$ cat config.mk
export PLATFORM = sky130hd
export DESIGN_NAME = adc_conversion_sequencer
export DESIGN_NICKNAME = d
export VERILOG_FILES = /design/src/include/acs_pkg.sv /design/src/include/acs_conv_if.sv /design/src/hw/acs_conv_timer.sv /design/src/hw/adc_conversion_sequencer.sv
export VERILOG_INCLUDE_DIRS = /design/src /design/src/include
export SDC_FILE = /design/constraint.sdc
export NUM_CORES = 1
export LEC_CHECK = 0
export ABC_AREA = 1
export BUFFER_PORTS_ARGS = -buffer_cell sky130_fd_sc_hd__buf_2
export CAP_MARGIN = 30
export CORE_ASPECT_RATIO = 0.75
export CORE_UTILIZATION = 54
export DETAILED_ROUTE_END_ITERATION = 16
export GPL_ROUTABILITY_DRIVEN = 0
export PLACE_DENSITY = 0.75
export RECOVER_POWER = 100
export SLEW_MARGIN = 20
export SYNTH_ARGS = -nofsm -noshare
export SYNTH_HDL_FRONTEND = slang
export SYNTH_SLANG_ARGS = --single-unit
export TNS_END_PERCENT = 50
$ cat constraint.sdc
create_clock -name sys_clk -period 2.4 [get_ports sys_clk]
set_clock_uncertainty 0.2 [all_clocks]
set_input_delay 0.36 -clock sys_clk [delete_from_list [all_inputs] [get_ports sys_clk]]
set_output_delay 0.36 -clock sys_clk [all_outputs]
set_load 0.005 [all_outputs]
$ cat src/include/acs_params.svh
// constants for the conversion sequencer: codes, field positions, timing
// assumes inclusion by both design modules; holds definitions only
`ifndef ACS_PARAMS_SVH
`define ACS_PARAMS_SVH

`define ACS_CMD_NONE 4'h0
`define ACS_CMD_SEQ 4'h7
`define ACS_PTR_RESULT 4'h0
`define ACS_PWRUP_FALL 4'h4
`define ACS_IVL_MSB 2
`define ACS_TIMER_RST 8'h00
`define ACS_LAST_CH 3'h7
`define ACS_CLK_MHZ 50
`define ACS_CONV_NS 3000
`define ACS_MS_NS 1000000

`endif

$ cat src/include/acs_pkg.sv
// types and the channel search shared by the sequencer modules
// assumes nothing of its surroundings
package acs_pkg;

  typedef enum logic [1:0] {
    ACS_IDLE = 2'b00,
    ACS_CMD  = 2'b01,
    ACS_SEQ  = 2'b10,
    ACS_AUTO = 2'b11
  } acs_mode_e;

  typedef struct packed {
    logic       found;
    logic [2:0] ch;
  } acs_pick_s;

  // lowest enabled channel above 'after'; with wrap, falls back to lowest
  function automatic acs_pick_s acs_next_en(input logic [7:0] en,
                                            input int after,
                                            input logic wrap);
    acs_pick_s p;
    p.found = 1'b0;
    p.ch = 3'h0;
    for (int i = 7; i >= 0; i--) begin
      if (en[i] && i > after) begin
        p.found = 1'b1;
        p.ch = 3'(i);
      end
    end
    if (!p.found && wrap) begin
      for (int i = 7; i >= 0; i--) begin
        if (en[i]) begin
          p.found = 1'b1;
          p.ch = 3'(i);
        end
      end
    end
    return p;
  endfunction

endpackage

$ cat src/include/acs_conv_if.sv
// carrier between the sequencer and the conversion timer
// assumes both ends run on sys_clk
`timescale 1ns/10ps
`default_nettype none
interface acs_conv_if;
  logic start;
  logic abort;
  logic [2:0] ch;
  logic busy;
  logic done;
  logic [2:0] busy_ch;

  modport ctl (output start, output abort, output ch,
               input busy, input done, input busy_ch);
  modport core (input start, input abort, input ch,
                output busy, output done, output busy_ch);
endinterface
`default_nettype wire

$ cat src/hw/acs_conv_timer.sv
// conversion timer: powers up, acquires and converts for a fixed time
// assumes start and abort are one-cycle pulses on sys_clk
`timescale 1ns/10ps
`default_nettype none
`include "acs_params.svh"
module acs_conv_timer
  import acs_pkg::*;
#(
  parameter int CONV_CYC = (`ACS_CONV_NS * `ACS_CLK_MHZ + 999) / 1000
) (
  input wire logic sys_clk,
  input wire logic nrst,
  acs_conv_if.core conv
);

  logic [15:0] cnt_ff, nxt_cnt;
  logic busy_ff, nxt_busy;
  logic done_ff, nxt_done;
  logic [2:0] ch_ff, nxt_ch;

  always_comb begin
    nxt_cnt = cnt_ff;
    nxt_busy = busy_ff;
    nxt_done = 1'b0;
    nxt_ch = ch_ff;
    if (conv.abort) begin
      nxt_busy = 1'b0;
      nxt_cnt = 16'h0000;
    end else if (conv.start) begin
      // a new start restarts the timer on the new channel
      nxt_busy = 1'b1;
      nxt_ch = conv.ch;
      nxt_cnt = 16'(CONV_CYC - 1);
    end else if (busy_ff) begin
      if (cnt_ff == 16'h0000) begin
        nxt_busy = 1'b0;
        nxt_done = 1'b1;
      end else begin
        nxt_cnt = cnt_ff - 16'h0001;
      end
    end
  end

  always_ff @(posedge sys_clk or negedge nrst) begin
    if (!nrst) begin
      cnt_ff <= 16'h0000;
      busy_ff <= 1'b0;
      done_ff <= 1'b0;
      ch_ff <= 3'h0;
    end else begin
      cnt_ff <= nxt_cnt;
      busy_ff <= nxt_busy;
      done_ff <= nxt_done;
      ch_ff <= nxt_ch;
    end
  end

  assign conv.busy = busy_ff;
  assign conv.done = done_ff;
  assign conv.busy_ch = ch_ff;
endmodule
`default_nettype wire

$ cat src/hw/adc_conversion_sequencer.sv
// conversion trigger and channel sequencing for an 8-input converter
// assumes a serial protocol engine on sys_clk that flags pointer byte,
// register writes, read phases, stop and nack; scl/sda are raw pins
//
// Function
// - Upper pointer nibble 0000 means none, 1000..1111 pick input 1..8, 0111 runs the enabled sequence.
// - A pointer whose low four bits are zero makes the next read return the conversion result.
// - The interval timer is eight bits and only its low three bits choose the interval.
// - A nonzero interval code gives one conversion per period, seven codes seven periods.
// - In automatic mode the converter powers down after each conversion until the next is due.
// - Automatic mode stops only when zero is written to the interval field.
// - Automatic mode converts one enabled channel per interval, lowest first, ascending.
// - After the highest enabled channel it wraps to the lowest and keeps looping.
// - A select code of 1000..1111 or 0111 starts power-up on the fifth falling scl edge of the pointer byte.
// - A command sequence converts the next channel during a read and stops on stop or nack.
// - A read during a running command conversion holds scl low in the ack until it completes.
// - Enable bit 0 selects input 1 and each higher bit the next input.
`timescale 1ns/10ps
`default_nettype none
`include "acs_params.svh"
module adc_conversion_sequencer
  import acs_pkg::*;
#(
  parameter int MS_CYC = `ACS_MS_NS * `ACS_CLK_MHZ / 1000,
  // period in ms per interval code, index 0 unused
  parameter logic [7:0][7:0] IVL_MS = {8'h40, 8'h20, 8'h10, 8'h08,
                                        8'h04, 8'h02, 8'h01, 8'h00}
) (
  input wire logic sys_clk,
  input wire logic nrst,
  input wire logic scl_in,
  input wire logic sda_in,
  output logic scl_out,
  output logic scl_oe,
  input wire logic ptr_active,
  input wire logic ptr_wr,
  input wire logic [7:0] ptr_wdata,
  input wire logic timer_wr,
  input wire logic [7:0] timer_wdata,
  output logic [7:0] timer_rdata,
  input wire logic [7:0] cfg_ch_en,
  input wire logic rd_ack,
  input wire logic result_rd,
  input wire logic stop_det,
  input wire logic nack_det,
  output logic result_ptr_sel,
  output logic powered_up,
  output logic [2:0] conv_ch,
  output logic conv_done
);

  acs_conv_if conv ();

  acs_conv_timer u_timer (
    .sys_clk(sys_clk),
    .nrst(nrst),
    .conv(conv.core)
  );

  logic scl_s1, scl_s2, scl_s3, sda_s1, sda_s2;
  logic [7:0] shift_ff, nxt_shift;
  logic [3:0] fcnt_ff, nxt_fcnt;
  logic ptr_res_ff, nxt_ptr_res;
  logic [7:0] timer_ff, nxt_timer;
  acs_mode_e mode_ff, nxt_mode;
  logic [2:0] cur_ch_ff, nxt_cur_ch;
  logic [2:0] auto_last_ff, nxt_auto_last;
  logic [31:0] ms_cnt_ff, nxt_ms_cnt;
  logic [7:0] ivl_cnt_ff, nxt_ivl_cnt;
  logic start_ff, nxt_start;
  logic abort_ff, nxt_abort;
  logic hold_ff, nxt_hold;
  logic fall, rise, pwr_edge, due;
  logic [3:0] cmd;
  logic [2:0] ivl;
  acs_pick_s pick;

  // second and third stages feed the edge detector; first stage feeds only the second
  always_ff @(posedge sys_clk or negedge nrst) begin
    if (!nrst) begin
      scl_s1 <= 1'b1;
      scl_s2 <= 1'b1;
      scl_s3 <= 1'b1;
      sda_s1 <= 1'b1;
      sda_s2 <= 1'b1;
    end else begin
      scl_s1 <= scl_in;
      scl_s2 <= scl_s1;
      scl_s3 <= scl_s2;
      sda_s1 <= sda_in;
      sda_s2 <= sda_s1;
    end
  end

  assign fall = scl_s3 & ~scl_s2;
  assign rise = ~scl_s3 & scl_s2;
  // at the fifth fall five bits are in, so the nibble sits in shift_ff[4:1]
  assign pwr_edge = fall && ptr_active && fcnt_ff == `ACS_PWRUP_FALL;
  assign cmd = shift_ff[4:1];
  assign ivl = timer_ff[`ACS_IVL_MSB:0];
  assign due = ivl != 3'h0 && ms_cnt_ff == 32'h0
               && ivl_cnt_ff + 8'h01 >= IVL_MS[ivl];

  always_comb begin
    nxt_shift = shift_ff;
    nxt_fcnt = fcnt_ff;
    nxt_ptr_res = ptr_res_ff;
    nxt_timer = timer_ff;
    nxt_mode = mode_ff;
    nxt_cur_ch = cur_ch_ff;
    nxt_auto_last = auto_last_ff;
    nxt_ms_cnt = ms_cnt_ff;
    nxt_ivl_cnt = ivl_cnt_ff;
    nxt_start = 1'b0;
    nxt_abort = 1'b0;
    nxt_hold = hold_ff;
    pick = '0;

    if (!ptr_active) begin
      nxt_fcnt = 4'h0;
    end else begin
      if (rise) begin
        nxt_shift = {shift_ff[6:0], sda_s2};
      end
      if (fall && fcnt_ff != 4'h8) begin
        nxt_fcnt = fcnt_ff + 4'h1;
      end
    end
    if (ptr_wr) begin
      nxt_ptr_res = ptr_wdata[3:0] == `ACS_PTR_RESULT;
    end

    // interval timebase: 1 ms enable, then count whole periods
    if (ivl == 3'h0 || ms_cnt_ff == 32'h0) begin
      nxt_ms_cnt = 32'(MS_CYC - 1);
    end else begin
      nxt_ms_cnt = ms_cnt_ff - 32'h1;
    end
    if (ivl != 3'h0 && ms_cnt_ff == 32'h0) begin
      nxt_ivl_cnt = due ? 8'h00 : ivl_cnt_ff + 8'h01;
    end

    if (mode_ff == ACS_CMD || mode_ff == ACS_AUTO) begin
      if (conv.done) begin
        nxt_mode = ACS_IDLE;
      end
    end

    if (due && mode_ff == ACS_IDLE && !conv.busy) begin
      // bit i of the enable field is input i+1
      pick = acs_next_en(cfg_ch_en, int'(auto_last_ff), 1'b1);
      if (pick.found) begin
        nxt_start = 1'b1;
        nxt_cur_ch = pick.ch;
        nxt_auto_last = pick.ch;
        nxt_mode = ACS_AUTO;
      end
    end

    if (mode_ff == ACS_SEQ && result_rd && !conv.busy) begin
      pick = acs_next_en(cfg_ch_en, int'(cur_ch_ff), 1'b0);
      if (pick.found) begin
        nxt_start = 1'b1;
        nxt_cur_ch = pick.ch;
      end
    end

    if (pwr_edge) begin
      if (cmd[3]) begin
        nxt_start = 1'b1;
        nxt_cur_ch = cmd[2:0];
        nxt_mode = ACS_CMD;
      end else if (cmd == `ACS_CMD_SEQ) begin
        pick = acs_next_en(cfg_ch_en, -1, 1'b0);
        if (pick.found) begin
          nxt_start = 1'b1;
          nxt_cur_ch = pick.ch;
          nxt_mode = ACS_SEQ;
        end
      end
    end

    if ((stop_det || nack_det) && (mode_ff == ACS_CMD || mode_ff == ACS_SEQ)
        && !pwr_edge) begin
      nxt_mode = ACS_IDLE;
      nxt_abort = 1'b1;
      nxt_start = 1'b0;
    end

    if (timer_wr) begin
      nxt_timer = timer_wdata;
      if (timer_wdata[`ACS_IVL_MSB:0] == 3'h0) begin
        // leaving automatic mode restarts the loop at the lowest channel
        nxt_auto_last = `ACS_LAST_CH;
        nxt_ivl_cnt = 8'h00;
      end
    end

    // stretch only while a command conversion is still running
    if (hold_ff) begin
      nxt_hold = conv.busy;
    end else begin
      nxt_hold = rd_ack && conv.busy
                 && (mode_ff == ACS_CMD || mode_ff == ACS_SEQ);
    end
  end

  always_ff @(posedge sys_clk or negedge nrst) begin
    if (!nrst) begin
      shift_ff <= 8'h00;
      fcnt_ff <= 4'h0;
      ptr_res_ff <= 1'b0;
      timer_ff <= `ACS_TIMER_RST;
      mode_ff <= ACS_IDLE;
      cur_ch_ff <= 3'h0;
      auto_last_ff <= `ACS_LAST_CH;
      ms_cnt_ff <= 32'h0;
      ivl_cnt_ff <= 8'h00;
      start_ff <= 1'b0;
      abort_ff <= 1'b0;
      hold_ff <= 1'b0;
    end else begin
      shift_ff <= nxt_shift;
      fcnt_ff <= nxt_fcnt;
      ptr_res_ff <= nxt_ptr_res;
      timer_ff <= nxt_timer;
      mode_ff <= nxt_mode;
      cur_ch_ff <= nxt_cur_ch;
      auto_last_ff <= nxt_auto_last;
      ms_cnt_ff <= nxt_ms_cnt;
      ivl_cnt_ff <= nxt_ivl_cnt;
      start_ff <= nxt_start;
      abort_ff <= nxt_abort;
      hold_ff <= nxt_hold;
    end
  end

  assign conv.start = start_ff;
  assign conv.abort = abort_ff;
  assign conv.ch = cur_ch_ff;
  assign scl_out = 1'b0;
  assign scl_oe = hold_ff;
  assign timer_rdata = timer_ff;
  assign result_ptr_sel = ptr_res_ff;
  assign powered_up = conv.busy;
  assign conv_ch = conv.busy_ch;
  assign conv_done = conv.done;
endmodule
`default_nettype wire

==> results of run 1 <==
metrics by stage:
stage / instance area (um2) / instances / TNS, ns
floorplan: 5380 / 682 / 0
global placement: 5910 / 874 / 0
detailed placement: 5910 / 874 / -0.421
CTS: 6400 / 896 / -0.144
global route: 6430 / 899 / -3.46
finish: 6430 / 899 / -0.543
cells by family (layout without fill, tap and decap cells):
logic type / after synthesis / in the layout / share of synthesized area (%)
simple gates: 347 / 347 / 30.1
compound gates: 100 / 100 / 10.8
buf+inv: 100 / 185 / 7.19
flops: 95 / 95 / 44.4
xor+xnor: 22 / 22 / 3.58
fa+ha+maj: 16 / 16 / 3.72
other cells: 1 / 1 / 0.0697
mux: 1 / 1 / 0.209
cell usage in the layout (no fill, tap or decap), drive strengths merged, types with 2 or more instances in the layout:
cell type and instances:
o22ai 2, nor3 19, dlygate4sd3 3, a31oi 4, bufinv 3, o21ai 41, clkbuf 26, dfstp 8
inv 92, dfrtp 87, a211oi 8, o21a 3, nor4 6, nand2 145, nand4 11, clkinv 4
nand3 43, xor2 17, buf 56, ha 16, nor2 117, o211ai 5, nand3b 4, a21oi 30
xnor2 5
state kept, by name (all words and copies together), names as in the netlist, 2 cells and up:
signal and cells:
ms_cnt_ff 32, u_timer.cnt_ff 16, ivl_cnt_ff 8, timer_rdata 8, shift_ff 5, fcnt_ff 4
auto_last_ff 3, conv.ch 3, u_timer.conv.busy_ch 3, mode_ff 2
routing by layer:
layer	vias to the layer above	routed length, um
li1	2380	-
met1	2276	5550
met2	156	5660
met3	19	825
met4	0	204
met5	-	0
path summary, 6_finish.rpt:
kind	to	slack, ns	depth (start not counted)
min	timer_rdata[3]$_DFFE_PN0P_	0.01	3
max in group asynchronous	sda_s1$_DFF_PN1_	0.35	3
min in group asynchronous	ms_cnt_ff[2]$_DFF_PN0_	0.62	2
max	conv.ch[0]$_DFF_PN0_	-0.11	16
min reg2reg	sda_s2$_DFF_PN1_	0.16	0
max reg2reg	conv.ch[0]$_DFF_PN0_	-0.11	16
area by class of cell:
cell class | count | area [um2] | share of cell area, %
sequential | 95 | 2390 | 37.1
clock buffer | 10 | 239 | 3.71
clock inverter | 5 | 106 | 1.65
multi-input combinational | 487 | 2720 | 42.3
tap | 132 | 165 | 2.57
inverter | 95 | 363 | 5.64
timing repair buffer | 75 | 452 | 7.02
tightest hold or removal path, cell delays in order:
cell,delay [ns]
buf_2,0.07
nand2_1,0.04
nand2_1,0.05
timing repair:
| action | 4_1_cts | 5_1_grt |
|---|---|---|
| gates cloned | 0 | 0 |
| hold buffers | 3 | 0 |
| pin swaps | 16 | 13 |
| resized for setup | 14 | 21 |
| setup endpoints to repair | 11 | 29 |
| setup buffers | 4 | 3 |
| hold endpoints to repair | 23 | 0 |
power breakdown:
| part | total, uW | internal [uW] | switching, uW |
|---|---|---|---|
| sequential | 2090 | 1850 | 236 |
| clock | 1630 | 1040 | 590 |
| combinational | 1340 | 487 | 856 |
==> summary.md, run 1 <==
| Metric | Value |
|---|---|
| Outcome | `finished with violations` |
| Failing checks | `negative setup slack` |
| Final HPWL DP | `8550 um` |
| DR vias | `4831` |
| Total power | `5060 uW` |
| Later-pin clock latency in the skew report | `0.34 ns` |
| CP Capture Type | `flop` |
| Vias in the first global route | `4328` |
| Synth area leaders | `dfrtp_1 (40%), nand2_1 (9.7%), nor2_1 (7.4%)` |
| Max_cap viols | `0` |
| Synth async-reset ratio | `100%` |
| Clock Root Buffer | `clkbuf_16` |
| Routed WL per cell | `13.6 um` |
| Final hold vios | `0` |
| Yosys cell types | `51` |
| Core Rows | `31` |
| Die Wd | `117 um` |
| CP Buf/Inv Count | `3` |
| Largest net degree at the start of global routing | `75` |
| Drt drc | `0` |
| Tcrit/Tclk final | `104%` |
| RSZ-0062 raised after global routing | `yes` |
| H-Tree Depth | `3` |
| ANT nets after route | `0` |
| Layout cells sized above 1 | `17.3%` |
| Relative slew slack | `15.1%` |
| Peak supply drop | `0.000460 V` |
| Crit path kind | `reg -> reg` |
| First DRT Iteration DRCs | `287` |
| Setup violators final | `9` |
| TritonCTS clock tree | `built` |
| Power per cell area | `787 nW/um2` |
| Crit-path cells | `buf_6 > nand2_2 > inv_1 > nand4_1 > xnor2_2 > ha_1 > nand3_2 > nor2_2 > nor2_2 > nand3_4 > nand3_4 > clkinv_4 > nand2_2 > nand3_1 > nand2_1 > a21oi_2` |
| Met2 GRT Util | `38.4%` |
| Top-count cell post-synth | `nand2_1` |
| Cell taking the most area after synthesis | `dfrtp_1` |
| Final WS setup | `-0.106 ns` |
| Worst path slowest cell | `dfrtp_1` |
| Top FF cell, synth | `dfrtp_1` |
| Clock slew at reported path FFs | `0.07 ns` |
| Post-Syn Instances | `682` |
| Critical Path AT | `2.54 ns` |
| Mapped Area | `5380 um2` |
| FF-to-FF Start | `ivl_cnt_ff[2]$_DFF_PN0_` |
| Clock Sink Count | `95` |
| Slowest stage delay, CP | `0.39 ns` |
| Vias/cell | `5.37` |
| Total GRT Usage | `24.2%` |
| Routed Wire Length | `12200 um` |
| Die ar. | `10400 um2` |
| Grt met3 use | `6.16%` |
| Post-synthesis sequential area ratio | `44.4%` |
| Pre-CTS WS | `-0.0957 ns` |
| First-pass GRT wire length | `19300 um` |
| Worst min path class | `in -> reg` |
| Die height | `88.4 um` |
| Mean post-synth cell area | `7.89 um2` |
| Final Slew Violations | `0` |
| Grt total ovfl | `0` |
| Post-synth top area share | `40.5%` |
| Initial antenna violation count | `0` |
| Core Footprint | `9660 um2` |
| Nets | `814` |
| Post-synth EDFFs | `0` |
| Final core occ | `66.6%` |
| Syn Nets | `733` |
| Post-layout min period | `2.51 ns` |
| Area grow syn2layout | `19.6%` |
| Crit-path max FO | `5` |
| Worst-margin pin slew | `1.27 ns` |
| Layer with the highest usage | `met2` |
| Drt first pass iters | `4` |
| Diode count | `0` |
| Seq cells post-synth | `95` |
| Hold_sp | `timer_wdata[3]` |
| I/O pins | `51` |
| M1 GR Usage | `32.1%` |
| Leakage | `0.00327 uW` |
| WP data required | `2.44 ns` |
| Max Fclk | `399 MHz` |
| Number of fill cells | `782` |
| Post-synth top cells | `nand2_1 (139), nor2_1 (106), inv_1 (89)` |
| Hold Worst Slack | `0.0143 ns` |
| Critical Path Source Type | `flop` |
| Critical path startpoint | `ivl_cnt_ff[2]$_DFF_PN0_` |
| TritonCTS Buffers | `9` |
| Initial Utilization | `55.7%` |
| Syn. warnings | `0` |
| Number of port buffers | `45` |
| CTS Buffer Depth | `2` |
| CP delay by family, top | `simple AND/OR/NAND/NOR gates` |
No activity file was read; power rests on OpenSTA's default activity.
==> run 2: changes to the inputs <==
--- a/config.mk
+++ b/config.mk
@@ -10,11 +10,12 @@
 export BUFFER_PORTS_ARGS = -buffer_cell sky130_fd_sc_hd__buf_2
 export CAP_MARGIN = 30
 export CORE_ASPECT_RATIO = 0.75
-export CORE_UTILIZATION = 54
+export CORE_UTILIZATION = 56
+export CTS_BUF_LIST = sky130_fd_sc_hd__clkbuf_8
 export DETAILED_ROUTE_END_ITERATION = 16
 export GPL_ROUTABILITY_DRIVEN = 0
-export PLACE_DENSITY = 0.75
-export RECOVER_POWER = 100
+export PLACE_DENSITY = 0.77
+export RECOVER_POWER = 50
 export SLEW_MARGIN = 20
 export SYNTH_ARGS = -nofsm -noshare
 export SYNTH_HDL_FRONTEND = slang
==> summary.md, run 2 (synthesized netlist as in run 1, its figures left out) <==
| Metric | Value |
|---|---|
| Worst R2R Path Depth | `16 (unchanged)` |
| Post-layout min period | `2.53 ns (+0.0261 ns)` |
| Layout cells sized above 1 | `21.9% (+4.5 points)` |
| CTS Buffer Depth | `2 (unchanged)` |
| Drt drc | `0 (unchanged)` |
| H-Tree Depth | `3 (unchanged)` |
| Total GRT Usage | `25.2% (+0.93 points)` |
| RSZ-0062 raised after global routing | `yes` |
| Largest regs | `ms_cnt_ff (32), u_timer.cnt_ff (16)` |
| I/O pins | `51 (unchanged)` |
| Crit-path max FO | `4 (-1)` |
| Core Rows | `30 (-3.2%)` |
| Core Footprint | `9200 um2 (-4.8%)` |
| Vias in the first global route | `4456 (+3.0%)` |
| Initial antenna violation count | `0 (unchanged)` |
| Hold EP | `timer_rdata[1]$_DFFE_PN0P_` |
| Peak supply drop | `0.000475 V (+3.3%)` |
| WP data required | `2.47 ns (+0.03 ns)` |
| Vias/cell | `5.32 (-1.0%)` |
| Number of fill cells | `702 (-10%)` |
| Final hold vios | `0 (unchanged)` |
| Area grow syn2layout | `20.2%` |
| Commonest non-fill, non-tap cells in the layout | `nand2_1 (130), nor2_1 (102), inv_1 (86)` |
| Largest register by flop count | `ms_cnt_ff` |
| Later-pin clock latency in the skew report | `0.37 ns (+0.03 ns)` |
| Clock Root Buffer | `clkbuf_8` |
| Largest net degree at the start of global routing | `41 (-45%)` |
| TritonCTS clock tree | `built` |
| Final WS setup | `-0.132 ns (-0.0261 ns)` |
| Hold_sp | `timer_wdata[1]` |
| TritonCTS Buffers | `9 (unchanged)` |
| Commonest non-fill, non-tap cell in the layout | `nand2_1` |
| Pre-CTS WS | `-0.0685 ns (+0.0272 ns)` |
| Diode count | `0 (unchanged)` |
| Largest register FFs | `32 (unchanged)` |
| Hold Worst Slack | `0.0140 ns (-0.000260 ns)` |
| Initial Utilization | `58.5% (+2.8 points)` |
| Number of port buffers | `45 (unchanged)` |
| FF-to-FF Start | `ivl_cnt_ff[2]$_DFF_PN0_` |
| Power per cell area | `700 nW/um2 (-11%)` |
| Max_cap viols | `0 (unchanged)` |
| Worst-margin pin slew | `0.760 ns (-0.514 ns)` |
| Leakage | `0.00333 uW (+1.8%)` |
| Tcrit/Tclk final | `106% (+1.1 points)` |
| Nets | `824 (+1.2%)` |
| Grt total ovfl | `0 (unchanged)` |
| Routed Wire Length | `11900 um (-2.3%)` |
| ANT nets after route | `0 (unchanged)` |
| Clock Sink Count | `95 (unchanged)` |
| Placed cell areas | `5920 um2 (+0.17%)` |
| Critical Path Source Type | `flop` |
| Clock slew at reported path FFs | `0.09 ns (+0.02 ns)` |
| Relative slew slack | `49.3% (+34 points)` |
| CP Capture Type | `flop` |
| Routed WL per cell | `13.2 um (-3.1%)` |
| Multi-input logic area | `2800 um2 (+2.9%)` |
| Final HPWL DP | `8430 um (-1.4%)` |
| Cell area after layout | `6470 um2 (+0.51%)` |
| First-pass GRT wire length | `19700 um (+2.3%)` |
| Final Slew Violations | `0 (unchanged)` |
| Storage element area | `2390 um2 (+0.10%)` |
| Die height | `86.9 um (-1.8%)` |
| Drt first pass iters | `5 (+1)` |
| Die Wd | `115 um (-1.8%)` |
| Critical Path AT | `2.60 ns (+0.06 ns)` |
| Reg2reg end | `conv.ch[1]$_DFF_PN0_` |
| DR vias | `4820 (-0.23%)` |
| Worst hold stages | `3 (unchanged)` |
| Die ar. | `10000 um2 (-3.5%)` |
| Setup violators final | `9 (unchanged)` |
| Worst min path class | `in -> reg` |
| First DRT Iteration DRCs | `383 (+33%)` |
| Max Fclk | `395 MHz (-1.0%)` |
| R2r setup slk | `-0.13 ns (-0.03 ns)` |
| Crit path kind | `reg -> reg` |
| Outcome | `finished with violations` |
| Failing checks | `negative setup slack` |
run 2: cell count changes in the layout (fill, tap and decap cells not counted), moves of 4 or more:
cell | before | now
nand3_2 | 1 | 5
buf_4 | 18 | 25
clkbuf_16 | 9 | 0
nand2_1 | 136 | 130
clkbuf_8 | 1 | 10
nand3_1 | 39 | 35
buf_2 | 34 | 43
clkbuf_1 | 14 | 1
dlygate4sd3_1 | 3 | 8
run 2: final cells by class:
cell class / instances / share of cell area, %
inverters: 95 / 5.61
clock buffers: 10 / 2.13
flip-flops and latches: 95 / 37.0
repair buffers: 85 / 8.57
clock inverters: 6 / 0.948
well taps: 128 / 2.48
multi-input cells: 487 / 43.3
run 2: worst max-delay path by stage:
stage | startpoint | endpoint | cells after the start
floorplan | ivl_cnt_ff[2]$_DFF_PN0_ | conv.ch[1]$_DFF_PN0_ | 16
global placement | ivl_cnt_ff[0]$_DFF_PN0_ | conv.ch[1]$_DFF_PN0_ | 16
detailed placement | ivl_cnt_ff[0]$_DFF_PN0_ | auto_last_ff[2]$_DFF_PN1_ | 12
CTS | ivl_cnt_ff[2]$_DFF_PN0_ | conv.ch[2]$_DFF_PN0_ | 16
global route | ivl_cnt_ff[1]$_DFF_PN0_ | conv.ch[1]$_DFF_PN0_ | 16
finish | ivl_cnt_ff[2]$_DFF_PN0_ | conv.ch[1]$_DFF_PN0_ | 16
run 2: per-stage QoR:
stage / cells / setup TNS [ns] / power [uW] / utilization, %
after detailed placement: 872 / -0.192 / 3400 / 64.4
after global placement: 872 / 0 / 3340 / 64.4
after CTS: 901 / -0.0911 / 4480 / 68.5
after floorplan: 682 / 0 / 2980 / -
after global routing: 906 / -2.61 / 4850 / 70.3
final: 906 / -0.788 / 4520 / 70.3
run 2: where the power goes:
| group | total [uW] | internal [uW] | switching (uW) |
|---|---|---|---|
| Clock | 1060 | 504 | 554 |
| Sequential | 2070 | 1850 | 226 |
| Combinational | 1390 | 535 | 857 |
| Total | 4520 | 2890 | 1640 |
run 2: what timing repair did:
item / CTS / global route
cloned: 0 / 0
setup endpoints to repair: 10 / 25
hold buffers: 8 / 0
hold endpoints to repair: 94 / 0
resized for setup: 14 / 38
setup buffers: 5 / 5
pin swaps: 15 / 16
run 2: layer usage:
layer | vias to the layer above | share of wire, % | GRT usage (%) | routed length, um
met2 | 147 | 45 | 40.3 | 5390
met1 | 2254 | 48 | 34.4 | 5720
met4 | 0 | 2.1 | 7.32 | 250
met3 | 25 | 4.9 | 5.85 | 591
met5 | - | 0 | 0 | 0
li1 | 2394 | - | - | -
run 2: worst max-delay path, cell delays in order, from the launching register on:
cell and delay (ns):
dfrtp_1 0.41, buf_6 0.12, nand2_2 0.05, inv_2 0.08, nand4_1 0.17, xnor2_2 0.20
ha_1 0.29, nand3_2 0.11, nor2_2 0.04, nor2_2 0.15, nand3_4 0.12, nand3_4 0.12
clkinv_4 0.10, nand2_4 0.07, o211ai_1 0.08, nand2_1 0.08, o21ai_2 0.05
